`src/dll_ctrl_pkg.sv`:
```
/*
 * Constants shared by the delay-loop controller: register offsets, field
 * positions, reset values and widths.
 * Assumes a register port with byte data and the offsets listed here.
 */
package dll_ctrl_pkg;
	localparam int ADDR_W = 12;
	localparam int DATA_W = 8;
	localparam int COARSE_W = 6;
	localparam int FINE_W = 8;
	localparam int PHASE_W = 5;

	// ************************************************************
	// register offsets
	// ************************************************************
	localparam logic [11:0] OFS_POWER = 12'h090;
	localparam logic [11:0] OFS_CONTROL = 12'h091;
	localparam logic [11:0] OFS_STATUS = 12'h092;
	localparam logic [11:0] OFS_GUARD = 12'h093;
	localparam logic [11:0] OFS_COARSE = 12'h094;
	localparam logic [11:0] OFS_FINE = 12'h095;
	localparam logic [11:0] OFS_READ_REQ = 12'h098;
	localparam logic [11:0] OFS_COARSE_RB = 12'h099;
	localparam logic [11:0] OFS_FINE_RB = 12'h09a;
	localparam logic [11:0] OFS_PHASE_RB = 12'h09b;

	// ************************************************************
	// field positions
	// ************************************************************
	localparam int CTL_ENABLE = 0;
	localparam int CTL_MODE_LO = 1;
	localparam int CTL_DIR_LO = 3;
	localparam int CTL_SEARCH_ERR = 6;
	localparam int CTL_TRACK_ERR = 7;
	localparam int ST_LOCKED = 0;
	localparam int ST_LOST = 1;
	localparam int ST_FAIL = 2;
	localparam int PWR_DOWN = 0;
	localparam int RD_REQ = 0;

	// ************************************************************
	// reset values and field widths
	// ************************************************************
	localparam logic [7:0] RST_POWER = 8'h1f;
	localparam logic [7:0] RST_CONTROL = 8'hf0;
	localparam logic [4:0] PWR_MASK = 5'h1f;
	localparam logic [3:0] RST_GUARD = 4'h0;
	localparam logic [5:0] RST_COARSE = 6'h00;
	localparam logic [7:0] RST_FINE = 8'h80;

	// search direction and controller mode encodings
	localparam logic [1:0] DIR_DOWN = 2'h0;
	localparam logic [1:0] DIR_UP = 2'h1;
	localparam logic [1:0] DIR_BOTH = 2'h2;
	localparam logic [1:0] MODE_SEARCH_TRACK = 2'h0;
	localparam logic [1:0] MODE_TRACK = 2'h1;
	localparam logic [1:0] MODE_SEARCH = 2'h2;
endpackage

```
`src/dll_delay_stepper.sv`:
```
/*
 * Up/down position counter for the combined coarse:fine delay code.
 * Assumes one clock, synchronous active-low reset, load taking priority.
 */
`timescale 1ns/1ns
`default_nettype none
module dll_delay_stepper #(
	parameter int WIDTH = 14
) (
	input wire logic i_mclk,
	input wire logic i_rst_n,
	input wire logic i_load,
	input wire logic [WIDTH-1:0] i_load_val,
	input wire logic i_up,
	input wire logic i_down,
	output logic [WIDTH-1:0] o_pos,
	output logic o_at_max,
	output logic o_at_min
);
	localparam logic [WIDTH-1:0] POS_MAX = '1;
	localparam logic [WIDTH-1:0] POS_MIN = '0;
	localparam logic [WIDTH-1:0] ONE = {{(WIDTH-1){1'b0}}, 1'b1};

	// a one-bit code leaves no room between the two ends
	if (WIDTH < 2) begin : g_width_check
		$error("stepper width below two bits");
	end

	// load wins; steps saturate at the ends instead of wrapping
	always_ff @(posedge i_mclk) begin
		if (!i_rst_n) begin
			o_pos <= POS_MIN;
		end else if (i_load) begin
			o_pos <= i_load_val;
		end else if (i_up && o_pos != POS_MAX) begin
			o_pos <= o_pos + ONE;
		end else if (i_down && o_pos != POS_MIN) begin
			o_pos <= o_pos - ONE;
		end
	end

	assign o_at_max = (o_pos == POS_MAX);
	assign o_at_min = (o_pos == POS_MIN);
endmodule
`default_nettype wire

```
`src/dll_clock_delay_loop_ctrl.sv`:
```
/*
 * Delay-locked loop controller for the converter sample clock: register
 * file, static setpoints, search/track sequencer, lock status, readback.
 * Assumes a byte-wide register port already decoded from the serial
 * control interface, and a phase comparator that pulses i_phase_valid
 * with an in-window / too-early verdict for the current delay code.
 */
`timescale 1ns/1ns
`default_nettype none
// Function
// RULE_01: enable low applies static coarse and fine setpoints
// RULE_02: enable high runs the closed feedback loop
// RULE_03: direction 00 searches downward only
// RULE_04: direction 01 searches upward only
// RULE_05: direction 10 (reset) searches up and down
// RULE_06: read-only fail flag bit 2, reset 0
// RULE_07: lost-lock flag bit 1, writable, reset 0
// RULE_08: read-only locked flag bit 0, reset 0
// RULE_09: six-bit coarse setpoint, reset zero, drives line
// RULE_10: eight-bit fine setpoint, reset 0x80, drives line
// RULE_11: mode 00 search+track, 01 track, 10 search
// RULE_12: failed search stops or retries per bit
// RULE_13: power-down bit set at reset holds loop
// RULE_14: read request rising edge captures readback values
module dll_clock_delay_loop_ctrl (
	input wire logic i_mclk,
	input wire logic i_rst_n,
	input wire logic [11:0] i_reg_addr,
	input wire logic i_reg_wr,
	input wire logic [7:0] i_reg_wdata,
	input wire logic i_phase_valid,
	input wire logic i_phase_in_window,
	input wire logic i_phase_early,
	input wire logic [4:0] i_phase_meas,
	output logic [7:0] o_reg_rdata,
	output logic [5:0] o_coarse_delay,
	output logic [7:0] o_fine_delay,
	output logic o_loop_power_down
);
	localparam int POS_W = dll_ctrl_pkg::COARSE_W + dll_ctrl_pkg::FINE_W;

	typedef enum logic [2:0] {
		S_IDLE, S_SEARCH_UP, S_SEARCH_DOWN, S_TRACK, S_HOLD, S_FAILED
	} loop_state_t;

	// ************************************************************
	// register file
	// ************************************************************
	logic [4:0] power_ctrl;
	logic [7:0] control;
	logic [3:0] guard_band;
	logic [5:0] coarse_setpoint;
	logic [7:0] fine_setpoint;
	logic read_req;
	logic read_req_prev;
	logic lock_achieved_flag;
	logic lost_flag;
	logic fail_flag;
	logic [5:0] coarse_rb;
	logic [7:0] fine_rb;
	logic [4:0] phase_rb;
	loop_state_t state;
	loop_state_t next_state;

	function automatic logic wr_hit(input logic [11:0] addr, input logic [11:0] ofs);
		wr_hit = (addr == ofs);
	endfunction

	wire logic loop_run = control[dll_ctrl_pkg::CTL_ENABLE]
		&& !power_ctrl[dll_ctrl_pkg::PWR_DOWN];
	wire logic [1:0] dir = control[dll_ctrl_pkg::CTL_DIR_LO +: 2];
	wire logic [1:0] mode = control[dll_ctrl_pkg::CTL_MODE_LO +: 2];
	wire logic search_retry = control[dll_ctrl_pkg::CTL_SEARCH_ERR];
	wire logic track_restart = control[dll_ctrl_pkg::CTL_TRACK_ERR];

	// plain read/write settings
	always_ff @(posedge i_mclk) begin
		if (!i_rst_n) begin
			power_ctrl <= dll_ctrl_pkg::PWR_MASK & dll_ctrl_pkg::RST_POWER[4:0]; // see RULE_13
			control <= dll_ctrl_pkg::RST_CONTROL; // see RULE_05
			guard_band <= dll_ctrl_pkg::RST_GUARD;
			coarse_setpoint <= dll_ctrl_pkg::RST_COARSE; // see RULE_09
			fine_setpoint <= dll_ctrl_pkg::RST_FINE; // see RULE_10
			read_req <= 1'b0;
		end else if (i_reg_wr) begin
			if (wr_hit(i_reg_addr, dll_ctrl_pkg::OFS_POWER))
				power_ctrl <= i_reg_wdata[4:0];
			if (wr_hit(i_reg_addr, dll_ctrl_pkg::OFS_CONTROL))
				control <= i_reg_wdata;
			if (wr_hit(i_reg_addr, dll_ctrl_pkg::OFS_GUARD))
				guard_band <= i_reg_wdata[3:0];
			if (wr_hit(i_reg_addr, dll_ctrl_pkg::OFS_COARSE))
				coarse_setpoint <= i_reg_wdata[5:0];
			if (wr_hit(i_reg_addr, dll_ctrl_pkg::OFS_FINE))
				fine_setpoint <= i_reg_wdata;
			if (wr_hit(i_reg_addr, dll_ctrl_pkg::OFS_READ_REQ))
				read_req <= i_reg_wdata[dll_ctrl_pkg::RD_REQ];
		end
	end

	// ************************************************************
	// delay code counter
	// ************************************************************
	logic [POS_W-1:0] pos;
	logic at_max;
	logic at_min;
	logic step_load;
	logic step_up;
	logic step_down;
	wire logic [POS_W-1:0] start_pos = {coarse_setpoint, fine_setpoint};
	wire logic meas = i_phase_valid && loop_run;
	wire logic search_mode = (mode != dll_ctrl_pkg::MODE_TRACK);

	dll_delay_stepper #(
		.WIDTH(POS_W)
	) u_stepper (
		.i_mclk(i_mclk),
		.i_rst_n(i_rst_n),
		.i_load(step_load),
		.i_load_val(start_pos),
		.i_up(step_up),
		.i_down(step_down),
		.o_pos(pos),
		.o_at_max(at_max),
		.o_at_min(at_min)
	);

	// ************************************************************
	// search / track sequencer
	// ************************************************************
	logic found;
	logic search_fail;
	logic lose;
	always_comb begin
		next_state = state;
		step_load = 1'b0;
		step_up = 1'b0;
		step_down = 1'b0;
		found = 1'b0;
		search_fail = 1'b0;
		lose = 1'b0;
		case (state)
			S_IDLE: begin
				step_load = 1'b1; // search starts from the setpoints
				if (loop_run) begin // see RULE_02
					if (!search_mode)
						next_state = S_TRACK; // see RULE_11
					else if (dir == dll_ctrl_pkg::DIR_DOWN)
						next_state = S_SEARCH_DOWN; // see RULE_03
					else
						next_state = S_SEARCH_UP; // see RULE_04
				end
			end
			S_SEARCH_UP: if (meas) begin
				if (i_phase_in_window) begin
					found = 1'b1;
				end else if (!at_max) begin
					step_up = 1'b1;
				end else if (dir == dll_ctrl_pkg::DIR_BOTH) begin
					step_load = 1'b1; // upper half exhausted, try below start
					next_state = S_SEARCH_DOWN; // see RULE_05
				end else begin
					search_fail = 1'b1; // see RULE_04
				end
			end
			S_SEARCH_DOWN: if (meas) begin
				if (i_phase_in_window)
					found = 1'b1;
				else if (!at_min)
					step_down = 1'b1; // see RULE_03
				else
					search_fail = 1'b1;
			end
			S_TRACK: if (meas && !i_phase_in_window) begin
				// follow the comparator one code at a time
				step_up = i_phase_early;
				step_down = !i_phase_early;
				lose = lock_achieved_flag;
				if (lose && track_restart && search_mode) begin
					step_load = 1'b1;
					step_up = 1'b0;
					step_down = 1'b0;
					next_state = S_IDLE;
				end
			end
			S_HOLD, S_FAILED: ;
			default: next_state = S_IDLE;
		endcase
		if (found)
			next_state = (mode == dll_ctrl_pkg::MODE_SEARCH) ? S_HOLD : S_TRACK; // see RULE_11
		if (search_fail) begin
			step_load = 1'b1;
			next_state = search_retry ? S_IDLE : S_FAILED; // see RULE_12
		end
		if (!loop_run)
			next_state = S_IDLE; // see RULE_13
	end

	// state register
	always_ff @(posedge i_mclk) begin
		if (!i_rst_n)
			state <= S_IDLE;
		else
			state <= next_state;
	end

	// ************************************************************
	// status flags: hardware set wins over a software write
	// ************************************************************
	wire logic status_wr = i_reg_wr && wr_hit(i_reg_addr, dll_ctrl_pkg::OFS_STATUS);
	always_ff @(posedge i_mclk) begin
		if (!i_rst_n) begin
			lock_achieved_flag <= 1'b0; // see RULE_08
			lost_flag <= 1'b0;
			fail_flag <= 1'b0;
		end else begin
			if (!loop_run || lose || search_fail)
				lock_achieved_flag <= 1'b0;
			else if (found || (state == S_TRACK && meas && i_phase_in_window))
				lock_achieved_flag <= 1'b1; // see RULE_08
			if (lose)
				lost_flag <= 1'b1; // see RULE_07
			else if (status_wr)
				lost_flag <= i_reg_wdata[dll_ctrl_pkg::ST_LOST];
			// fail stays until the next search finds the window
			if (search_fail)
				fail_flag <= 1'b1; // see RULE_06
			else if (found)
				fail_flag <= 1'b0;
		end
	end

	// ************************************************************
	// delay line drive and power-down output
	// ************************************************************
	always_ff @(posedge i_mclk) begin
		if (!i_rst_n) begin
			o_coarse_delay <= dll_ctrl_pkg::RST_COARSE;
			o_fine_delay <= dll_ctrl_pkg::RST_FINE;
			o_loop_power_down <= 1'b1;
		end else begin
			if (loop_run) begin
				o_coarse_delay <= pos[POS_W-1 -: dll_ctrl_pkg::COARSE_W]; // see RULE_02
				o_fine_delay <= pos[dll_ctrl_pkg::FINE_W-1:0];
			end else begin
				o_coarse_delay <= coarse_setpoint; // see RULE_01
				o_fine_delay <= fine_setpoint; // see RULE_10
			end
			o_loop_power_down <= power_ctrl[dll_ctrl_pkg::PWR_DOWN]; // see RULE_13
		end
	end

	// ************************************************************
	// readback capture on request edge
	// ************************************************************
	always_ff @(posedge i_mclk) begin
		if (!i_rst_n) begin
			read_req_prev <= 1'b0;
			coarse_rb <= '0;
			fine_rb <= '0;
			phase_rb <= '0;
		end else begin
			read_req_prev <= read_req;
			if (read_req && !read_req_prev) begin
				coarse_rb <= o_coarse_delay; // see RULE_14
				fine_rb <= o_fine_delay;
				phase_rb <= i_phase_meas;
			end
		end
	end

	// registered read data; unmapped offsets read zero
	always_ff @(posedge i_mclk) begin
		if (!i_rst_n) begin
			o_reg_rdata <= 8'h00;
		end else begin
			case (i_reg_addr)
				dll_ctrl_pkg::OFS_POWER: o_reg_rdata <= {3'h0, power_ctrl};
				dll_ctrl_pkg::OFS_CONTROL: o_reg_rdata <= control;
				dll_ctrl_pkg::OFS_STATUS: o_reg_rdata <= {5'h00, fail_flag, lost_flag,
					lock_achieved_flag};
				dll_ctrl_pkg::OFS_GUARD: o_reg_rdata <= {4'h0, guard_band};
				dll_ctrl_pkg::OFS_COARSE: o_reg_rdata <= {2'h0, coarse_setpoint};
				dll_ctrl_pkg::OFS_FINE: o_reg_rdata <= fine_setpoint;
				dll_ctrl_pkg::OFS_READ_REQ: o_reg_rdata <= {7'h00, read_req};
				dll_ctrl_pkg::OFS_COARSE_RB: o_reg_rdata <= {2'h0, coarse_rb};
				dll_ctrl_pkg::OFS_FINE_RB: o_reg_rdata <= fine_rb;
				dll_ctrl_pkg::OFS_PHASE_RB: o_reg_rdata <= {3'h0, phase_rb};
				default: o_reg_rdata <= 8'h00;
			endcase
		end
	end
endmodule
`default_nettype wire

```
`config.mk`:
```
export PLATFORM = sky130hd
export DESIGN_NAME = dll_clock_delay_loop_ctrl
export DESIGN_NICKNAME = d
export VERILOG_FILES = /design/src/dll_ctrl_pkg.sv /design/src/dll_delay_stepper.sv /design/src/dll_clock_delay_loop_ctrl.sv
export SDC_FILE = /design/constraint.sdc
export NUM_CORES = 1
export LEC_CHECK = 0
export ABC_AREA = 1
export BUFFER_PORTS_ARGS = -buffer_cell sky130_fd_sc_hd__buf_2
export CELL_PAD_IN_SITES_DETAIL_PLACEMENT = 0
export CELL_PAD_IN_SITES_GLOBAL_PLACEMENT = 2
export CORE_MARGIN = 2
export CORE_UTILIZATION = 35
export DETAILED_ROUTE_END_ITERATION = 10
export HOLD_SLACK_MARGIN = 0.12
export PLACE_DENSITY_LB_ADDON = 0.25
export SYNTH_ARGS = -nofsm -noshare
export SYNTH_HDL_FRONTEND = slang
export SYNTH_SLANG_ARGS = --single-unit
```
`constraint.sdc`:
```
create_clock -name i_mclk -period 6.4 [get_ports i_mclk]
set_clock_uncertainty 0.1 [all_clocks]
set_input_delay 1.28 -clock i_mclk [delete_from_list [all_inputs] [get_ports i_mclk]]
set_output_delay 1.28 -clock i_mclk [all_outputs]
set_load 0.005 [all_outputs]
```
==> flow_metrics.env, run 1 <==
export IMPL_power_mw=1.24
export IMPL_row_count=43
export IMPL_setup_viol=0
export IMPL_synth_edf_count=0
export IMPL_start_util_pct=36.2
export IMPL_numCtsBuffers=9
export IMPL_hpwl_um=12300
export IMPL_clk_pin_slew_worst_paths_ns=0.07
export IMPL_grt_max_degree=46
export IMPL_rr_endpoint="u_stepper.o_pos[13]"
export IMPL_post_cts_buffers=0
export IMPL_cap_violations=0
export IMPL_power_frac_clock_pct=48.2
export IMPL_io_pins=54
export IMPL_seq_power_share_pct=47.9
export IMPL_diodes=0
export IMPL_period_share_pct=52.2
export IMPL_synth_top_flop_cell="dfxtp_1"
export IMPL_ir_drop_mv=0.145
export IMPL_tritoncts="yes"
export IMPL_yosys_warnings=0
export IMPL_intPower_uw=955
export IMPL_yosysSeqAreaShare_pct=37.5
export IMPL_wl_per_cell_um=16.6
export IMPL_timing_hold_ws_ns=0.330
export IMPL_routed_via_density=5.11
export IMPL_die_width_um=124
export IMPL_hold_class="flop to flop"
export IMPL_routed_wl_um=16100
export IMPL_async_flop_share_pct=0
export IMPL_vias=4960
export IMPL_startpoint_type="input pin"
export IMPL_cts_buffer_depth=2
export IMPL_syn_nets=785
export IMPL_grt_pass1_vias=4582
export IMPL_place_area_um2=5460
export IMPL_rsz0062_at_grt="false"
export IMPL_dp_cells=954
export IMPL_crit_type="input pin to flop"
export IMPL_overflow=0
export IMPL_p_leak_nw=2.70
export IMPL_fin_setup_tns_ns=0
export IMPL_die_h_um=124
export IMPL_clock_sinks=95
export IMPL_drc=0
export IMPL_nNetsFinal=829
export IMPL_core_um2=14000
export IMPL_synth_area_um2=5060
export IMPL_final_cell_area_um2=5790
export IMPL_grt_first_pass_wirelength_um=25500
export IMPL_cts_resized=0
export IMPL_swShare_pct=22.7
export IMPL_crit_arrival_ns=3.47
export IMPL_power_switching_uw=281
export IMPL_synthCells=741
export IMPL_antenna_found_initial=0
export IMPL_timing_fmax_ghz=0.300
export IMPL_final_cell_mix="nand2_1, nor2_1, dfxtp_1"
export IMPL_clk_insertion_delay_late_ns=0.35
export IMPL_status="completed"
export IMPL_worstPathMaxFanout=15
export IMPL_crit_path_end_kind="flop"
export IMPL_final_common_cell="nand2_1"
export IMPL_reg2reg_slack_ns=3.29
export IMPL_cts_root_buf="clkbuf_16"
export IMPL_io_buffers=53
export IMPL_cts_hold_buffers=0
export IMPL_fin_cells=970
export IMPL_grtUsageTotal_pct=21.0
export IMPL_ys_ff_latch=95
export IMPL_fin_crit_ns=3.34
export IMPL_die_area_um2=15400
export IMPL_gp_congestion=0.871
export IMPL_finalMaxSlewViolations=0
export IMPL_cp_data_required_time_ns=6.53
export IMPL_rr_worst_depth=17
export IMPL_ant_nets=0
export IMPL_hold_viol_final=0
export IMPL_relSlewSlack_pct=46.5
export IMPL_power_density_nw_per_um2=214
export IMPL_area_delta_synth_final_pct=14.2
export IMPL_first_pass_iters=5
export IMPL_crit_start="i_phase_valid"
export IMPL_comb_power_share_pct=3.9
export IMPL_tightest_slew_ns=0.801
export IMPL_yosys_area_top_type="dfxtp_1"
export IMPL_h_tree_depth=3
export IMPL_endpoint="u_stepper.o_pos[13]"
export IMPL_yosys_area_top_type_share_pct=37.5
export IMPL_netlist_top_cells_area="dfxtp_1, nand2_1, o21ai_0, nor2_1, inv_1"
export IMPL_layout_drive_gt1_share_pct=13.3
export IMPL_drt_initial_drc_count=405
export IMPL_avgSynthCellArea_um2=6.84
export IMPL_ys_types=44
export IMPL_r2r_start="control[0]"
==> synthesized netlist by cell type, drive strengths merged, types with 2 or more instances <==
master and count:
a211oi 2, xor2 4, o211ai 11, xnor2 6, nor2 106, ha 12, clkbuf 15, a31oi 5
nor3 7, inv 95, dfxtp 95, nand2 159, buf 6, a21oi 65, nand3 37, o22ai 7
o21ai 87, o221ai 4, a221oi 2, nand4 7
==> kinds of logic after synthesis <==
| family | share of synthesized area [%] |
|---|---|
| XOR/XNOR | 1.73 |
| flip-flops | 37.5 |
| AND/OR/NAND/NOR | 27.4 |
| buffers and inverters | 9.16 |
| adder cells (fa/ha/maj) | 3.36 |
| AO/OA/AOI/OAI | 20.8 |
==> routing by layer <==
metal | vias up | track usage (%) | wire, um
met5 | - | 0 | 0
met4 | 0 | 7.27 | 416
met3 | 26 | 4.25 | 742
met2 | 119 | 32.6 | 7170
met1 | 2281 | 28.9 | 7760
li1 | 2534 | - | -
==> worst min path at each step <==
| stage | depth (start not counted) | endpoint | slack, ns | start |
|---|---|---|---|---|
| detailed placement | 2 | read_req_prev | 0.32 | read_req |
| floorplan | 2 | read_req_prev | 0.31 | read_req |
| finish | 2 | read_req_prev | 0.33 | read_req |
| global placement | 2 | read_req_prev | 0.31 | read_req |
| global route | 2 | read_req_prev | 0.36 | read_req |
| CTS | 2 | read_req_prev | 0.33 | read_req |
==> registers in the layout, summed over array words and instances (netlist names) <==
name and flops:
coarse_rb 6, coarse_setpoint 6, control 8, fail_flag 1
fine_rb 8, fine_setpoint 8, guard_band 4, lock_achieved_flag 1
lost_flag 1, o_coarse_delay 6, o_fine_delay 8, o_loop_power_down 1
o_reg_rdata 8, phase_rb 5, power_ctrl 5, read_req 1
read_req_prev 1, state 3, u_stepper.o_pos 14
==> metrics by stage <==
| stage | util, % | worst slack [ns] |
|---|---|---|
| finish | 41.4 | 3.06 |
| global route | 41.4 | 2.76 |
| CTS | 41.4 | 3.07 |
| detailed placement | 39.0 | 2.71 |
| global placement | 39.0 | 2.81 |
| floorplan | - | 3.19 |
==> worst max-delay path: stages <==
cell and delay, ns:
buf_2 0.09, nand2_1 0.07, nor2_2 0.14, nand2_1 0.07, nor2_2 0.17, nand2_4 0.16
ha_1 0.45, nand2_1 0.10, nor2_1 0.18, nand3_1 0.11, o21ai_0 0.22, nand3_1 0.10
nand2_1 0.11, nand2_1 0.09, nand3_2 0.07, a21oi_2 0.05
==> power by group through the flow <==
stage,sequential (mW),combinational (mW),clock (mW)
final,0.592,0.0481,0.596
after global routing,0.592,0.0534,0.636
after CTS,0.592,0.0482,0.608
after detailed placement,0.606,0.0479,0
after global placement,0.606,0.0476,0
after floorplan,0.605,0.0268,0
==> final cells by class <==
type / count / area [um2]
timing repair buffer: 54 / 273
fill: 1509 / 8200
tap: 180 / 225
multi-input combinational: 530 / 2700
inverter: 95 / 359
clock buffer: 9 / 225
clock inverter: 7 / 103
sequential: 95 / 1900
No activity file was read; power rests on OpenSTA's default activity.
==> run 2, diff against run 1 <==
Settings changed: CORE_UTILIZATION 35 to 33.
Clock period 6.4 ns to 3.4 ns, I/O delays scaled along.
==> flow_metrics.env, run 2 (synthesis gave the netlist of run 1 again) <==
export IMPL_routed_wl_um=16400
export IMPL_cp_top_family="simple AND/OR/NAND/NOR gates"
export IMPL_core_um2=15100
export IMPL_cts_resized=0
export IMPL_grt_first_pass_wirelength_um=25300
export IMPL_first_pass_iters=5
export IMPL_h_tree_depth=3
export IMPL_cts_buffer_depth=2
export IMPL_highest_layer="met4"
export IMPL_largest_register_ffs=14
export IMPL_die_area_um2=16400
export IMPL_p_leak_nw=2.78
export IMPL_crit_chain="inv_1, nor2_2, nand2_1, nor2_2, nand2_1, nor2_2, nand2_4, ha_1, a21oi_1, nand3_1, nand2_1, nand3_1, o21ai_0, xor2_1, nor2_1, nor2_1, nor2_1"
export IMPL_dp_cells=975
export IMPL_die_h_um=128
export IMPL_place_area_um2=5570
export IMPL_numCtsBuffers=9
export IMPL_relSlewSlack_pct=46.9
export IMPL_clk_insertion_delay_late_ns=0.35
export IMPL_cp_data_required_time_ns=3.55
export IMPL_wl_per_cell_um=16.5
export IMPL_cts_hold_buffers=0
export IMPL_drt_initial_drc_count=365
export IMPL_fin_cells=991
export IMPL_cap_violations=0
export IMPL_io_pins=54
export IMPL_row_count=45
export IMPL_final_common_cell="nand2_1"
export IMPL_fin_setup_tns_ns=0
export IMPL_reg2reg_slack_ns=0.44
export IMPL_n_fill_cell=1621
export IMPL_io_buffers=53
export IMPL_crit_path_end_kind="flop"
export IMPL_crit_type="flop to flop"
export IMPL_pre_cts_slack_ns=0.337
export IMPL_met3_length_um=782
export IMPL_gp_congestion=0.883
export IMPL_ir_drop_mv=0.256
export IMPL_clock_sinks=95
export IMPL_postLayoutCoreUtil_pct=39.2
export IMPL_cts_root_buf="clkbuf_16"
export IMPL_tritoncts="yes"
export IMPL_area_delta_synth_final_pct=16.8
export IMPL_routed_via_density=5.07
export IMPL_worstPathMaxFanout=15
export IMPL_power_density_nw_per_um2=408
export IMPL_antenna_found_initial=0
export IMPL_cpPeakStageDelay_ns=0.38
export IMPL_r2r_start="control[0]"
export IMPL_hold_path_depth=2
export IMPL_grt_max_degree=41
export IMPL_grtUsageTotal_pct=20.2
export IMPL_hold_class="flop to flop"
export IMPL_crit_arrival_ns=3.11
export IMPL_hp_start="read_req"
export IMPL_period_share_pct=87.1
export IMPL_critPathBufInv=1
export IMPL_final_cell_mix="nand2_1, nor2_1, dfxtp_1"
export IMPL_die_width_um=128
export IMPL_post_cts_buffers=0
export IMPL_final_cell_area_um2=5920
export IMPL_hold_end="read_req_prev"
export IMPL_setup_ws_ns=0.438
export IMPL_met2_length_um=7230
export IMPL_startpoint_type="flop"
export IMPL_layout_drive_gt1_share_pct=14.7
export IMPL_tightest_slew_ns=0.796
export IMPL_diodes=0
export IMPL_hold_viol_final=0
export IMPL_status="completed"
export IMPL_fin_crit_ns=2.96
export IMPL_cp_depth=17
export IMPL_timing_fmax_ghz=0.338
export IMPL_rr_endpoint="u_stepper.o_pos[9]"
export IMPL_start_util_pct=33.6
export IMPL_hpwl_um=12700
export IMPL_clk_pin_slew_worst_paths_ns=0.07
export IMPL_overflow=0
export IMPL_vias=5021
export IMPL_ant_nets=0
export IMPL_rr_worst_depth=17
export IMPL_regMostFlops="u_stepper.o_pos"
export IMPL_rsz0062_at_grt="false"
export IMPL_finalMaxSlewViolations=0
export IMPL_wl_met1_um=7940
export IMPL_power_mw=2.41
export IMPL_drc=0
export IMPL_timing_hold_ws_ns=0.329
export IMPL_nNetsFinal=842
export IMPL_cp_slowest_cell="dfxtp_1"
export IMPL_grt_pass1_vias=4568
export IMPL_setup_viol=0
run 2: cell types whose count changed in the layout (fill, tap and decap cells not counted):
cell and change:
buf_4 +13, bufinv_16 +1, clkbuf_8 +1, clkinv_4 -1
inv_8 -1
run 2: how the worst max path moves through the flow:
stage	startpoint	endpoint	slack, ns
CTS	control[0]	u_stepper.o_pos[13]	0.44
global placement	i_phase_valid	u_stepper.o_pos[13]	0.35
finish	control[0]	u_stepper.o_pos[9]	0.44
detailed placement	i_phase_valid	u_stepper.o_pos[13]	0.34
floorplan	i_phase_valid	u_stepper.o_pos[11]	0.79
global route	control[0]	u_stepper.o_pos[11]	0.03
run 2: layout make-up:
type | count | area, um2 | area share, %
Timing Repair Buffer | 67 | 370 | 6.26
Multi-Input combinational cell | 530 | 2700 | 45.6
Inverter | 95 | 359 | 6.07
Tap cell | 188 | 235 | 3.98
Clock buffer | 10 | 239 | 4.04
Clock inverter | 6 | 113 | 1.90
Sequential cell | 95 | 1900 | 32.1
run 2: tightest hold or removal path: stages (launching register included):
cell	delay [ns]
dfxtp_1	0.31
nand2_1	0.05
inv_1	0.03
run 2: per-layer routing:
| metal | vias up | global-route usage [%] |
|---|---|---|
| li1 | 2556 | - |
| met1 | 2297 | 28.7 |
| met2 | 145 | 31.2 |
| met3 | 23 | 2.80 |
| met4 | 0 | 7.76 |
| met5 | - | 0 |
run 2: where the power goes:
part           switching, mW  internal, mW
Combinational         0.0615        0.0315
Sequential          0.000401          1.11
Clock                  0.462         0.743
Total                  0.524          1.89
==> run 3, diff against run 2 <==
Settings changed: RECOVER_POWER set to 25.
==> flow_metrics.env, run 3 (synthesis gave the netlist of run 1 again) <==
export IMPL_clk_insertion_delay_late_ns=0.35
export IMPL_p_leak_nw=2.74
export IMPL_cts_root_buf="clkbuf_16"
export IMPL_cts_resized=0
export IMPL_io_buffers=53
export IMPL_row_count=45
export IMPL_startpoint_type="flop"
export IMPL_crit_arrival_ns=3.11
export IMPL_reg2reg_slack_ns=0.43
export IMPL_power_frac_clock_pct=50.0
export IMPL_timing_fmax_ghz=0.337
export IMPL_start_util_pct=33.6
export IMPL_swShare_pct=21.7
export IMPL_routed_via_density=5.05
export IMPL_fin_setup_tns_ns=0
export IMPL_status="finished, violations left"
export IMPL_tightest_slew_ns=1.62
export IMPL_grtUsageTotal_pct=20.2
export IMPL_cap_violations=1
export IMPL_relSlewSlack_pct=-7.80
export IMPL_rr_endpoint="u_stepper.o_pos[9]"
export IMPL_ant_nets=0
export IMPL_hold_path_depth=2
export IMPL_clock_sinks=95
export IMPL_antenna_found_initial=0
export IMPL_post_cts_buffers=0
export IMPL_rsz0062_at_grt="false"
export IMPL_h_tree_depth=3
export IMPL_vias=5006
export IMPL_n_fill_cell=1620
export IMPL_violations="capacitance limit, slew limit"
export IMPL_cp_data_required_time_ns=3.54
export IMPL_hp_start="read_req"
export IMPL_die_area_um2=16400
export IMPL_hold_end="read_req_prev"
export IMPL_overflow=0
export IMPL_final_common_cell="nand2_1"
export IMPL_wl_per_cell_um=16.5
export IMPL_drt_initial_drc_count=341
export IMPL_worstPathMaxFanout=15
export IMPL_nNetsFinal=842
export IMPL_area_delta_synth_final_pct=16.5
export IMPL_rr_worst_depth=17
export IMPL_power_density_nw_per_um2=408
export IMPL_numCtsBuffers=9
export IMPL_r2r_start="control[0]"
export IMPL_period_share_pct=87.3
export IMPL_layout_drive_gt1_share_pct=13.7
export IMPL_hpwl_um=12700
export IMPL_fin_crit_ns=2.97
export IMPL_core_um2=15100
export IMPL_routed_wl_um=16300
export IMPL_first_pass_iters=5
export IMPL_power_mw=2.41
export IMPL_finalMaxSlewViolations=41
export IMPL_cts_buffer_depth=2
export IMPL_diodes=0
export IMPL_setup_viol=0
export IMPL_final_cell_mix="nand2_1, nor2_1, dfxtp_1"
export IMPL_ir_drop_mv=0.257
export IMPL_gp_congestion=0.883
export IMPL_intPower_mw=1.89
export IMPL_regMostFlops="u_stepper.o_pos"
export IMPL_hold_viol_final=0
export IMPL_power_switching_uw=523
export IMPL_grt_first_pass_wirelength_um=25300
export IMPL_die_h_um=128
export IMPL_io_pins=54
export IMPL_hold_class="flop to flop"
export IMPL_tritoncts="yes"
export IMPL_crit_path_end_kind="flop"
export IMPL_comb_power_share_pct=3.8
export IMPL_largest_register_ffs=14
export IMPL_die_width_um=128
export IMPL_seq_power_share_pct=46.2
export IMPL_drc=0
export IMPL_crit_type="flop to flop"
export IMPL_cts_hold_buffers=0
export IMPL_clk_pin_slew_worst_paths_ns=0.07
export IMPL_grt_pass1_vias=4568
export IMPL_grt_max_degree=41
[run 3: worst max path at each step]
| stage | slack, ns | startpoint | end |
|---|---|---|---|
| 6_report | 0.43 | control[0] | u_stepper.o_pos[9] |
| 2_1_floorplan | 0.79 | i_phase_valid | u_stepper.o_pos[11] |
| 5_1_grt | 0.02 | control[0] | u_stepper.o_pos[11] |
| 4_1_cts | 0.44 | control[0] | u_stepper.o_pos[13] |
| 3_3_place_gp | 0.35 | i_phase_valid | u_stepper.o_pos[13] |
| 3_5_place_dp | 0.34 | i_phase_valid | u_stepper.o_pos[13] |
[run 3: area by class of cell]
cell class | instances | area (um2) | area share (%)
well taps | 188 | 235 | 3.99
clock buffers | 10 | 239 | 4.05
repair buffers | 67 | 355 | 6.02
flip-flops and latches | 95 | 1900 | 32.2
inverters | 95 | 359 | 6.08
clock inverters | 6 | 113 | 1.91
multi-input cells | 530 | 2700 | 45.7
[run 3: layer usage]
layer | up-vias | GRT usage (%) | wire length [um]
met5 | - | 0 | 0
met4 | 0 | 7.76 | 433
met3 | 27 | 2.80 | 791
met2 | 152 | 31.2 | 7170
met1 | 2268 | 28.7 | 7940
li1 | 2559 | - | -
[run 3: power groups by stage]
stage | logic, mW | registers, mW | clock network (mW)
6_report | 0.0923 | 1.11 | 1.20
3_5_place_dp | 0.0928 | 1.14 | 0
2_1_floorplan | 0.0504 | 1.14 | 0
5_1_grt | 0.104 | 1.11 | 1.26
4_1_cts | 0.0931 | 1.11 | 1.23
3_3_place_gp | 0.0928 | 1.14 | 0
[run 3: worst max-delay path: stages (launching register included)]
cell     delay [ns]
dfxtp_1        0.37
inv_1          0.10
nor2_2         0.18
nand2_1        0.12
nor2_2         0.13
nand2_1        0.08
nor2_2         0.17
nand2_4        0.16
ha_1           0.38
a21oi_1        0.20
nand3_1        0.14
nand2_1        0.10
nand3_1        0.06
o21ai_0        0.11
xor2_1         0.24
nor2_1         0.08
nor2_1         0.09
nor2_1         0.04
[run 3: per-stage QoR]
step	instance area [um2]	hold slack (ns)	util, %	instances	worst slack, ns
floorplan	5060	0.307	-	741	0.787
global placement	5570	0.319	36.9	975	0.352
detailed placement	5570	0.322	36.9	975	0.337
CTS	5920	0.331	39.2	991	0.442
global route	5900	0.361	39.1	991	0.0236
finish	5900	0.330	39.1	991	0.433
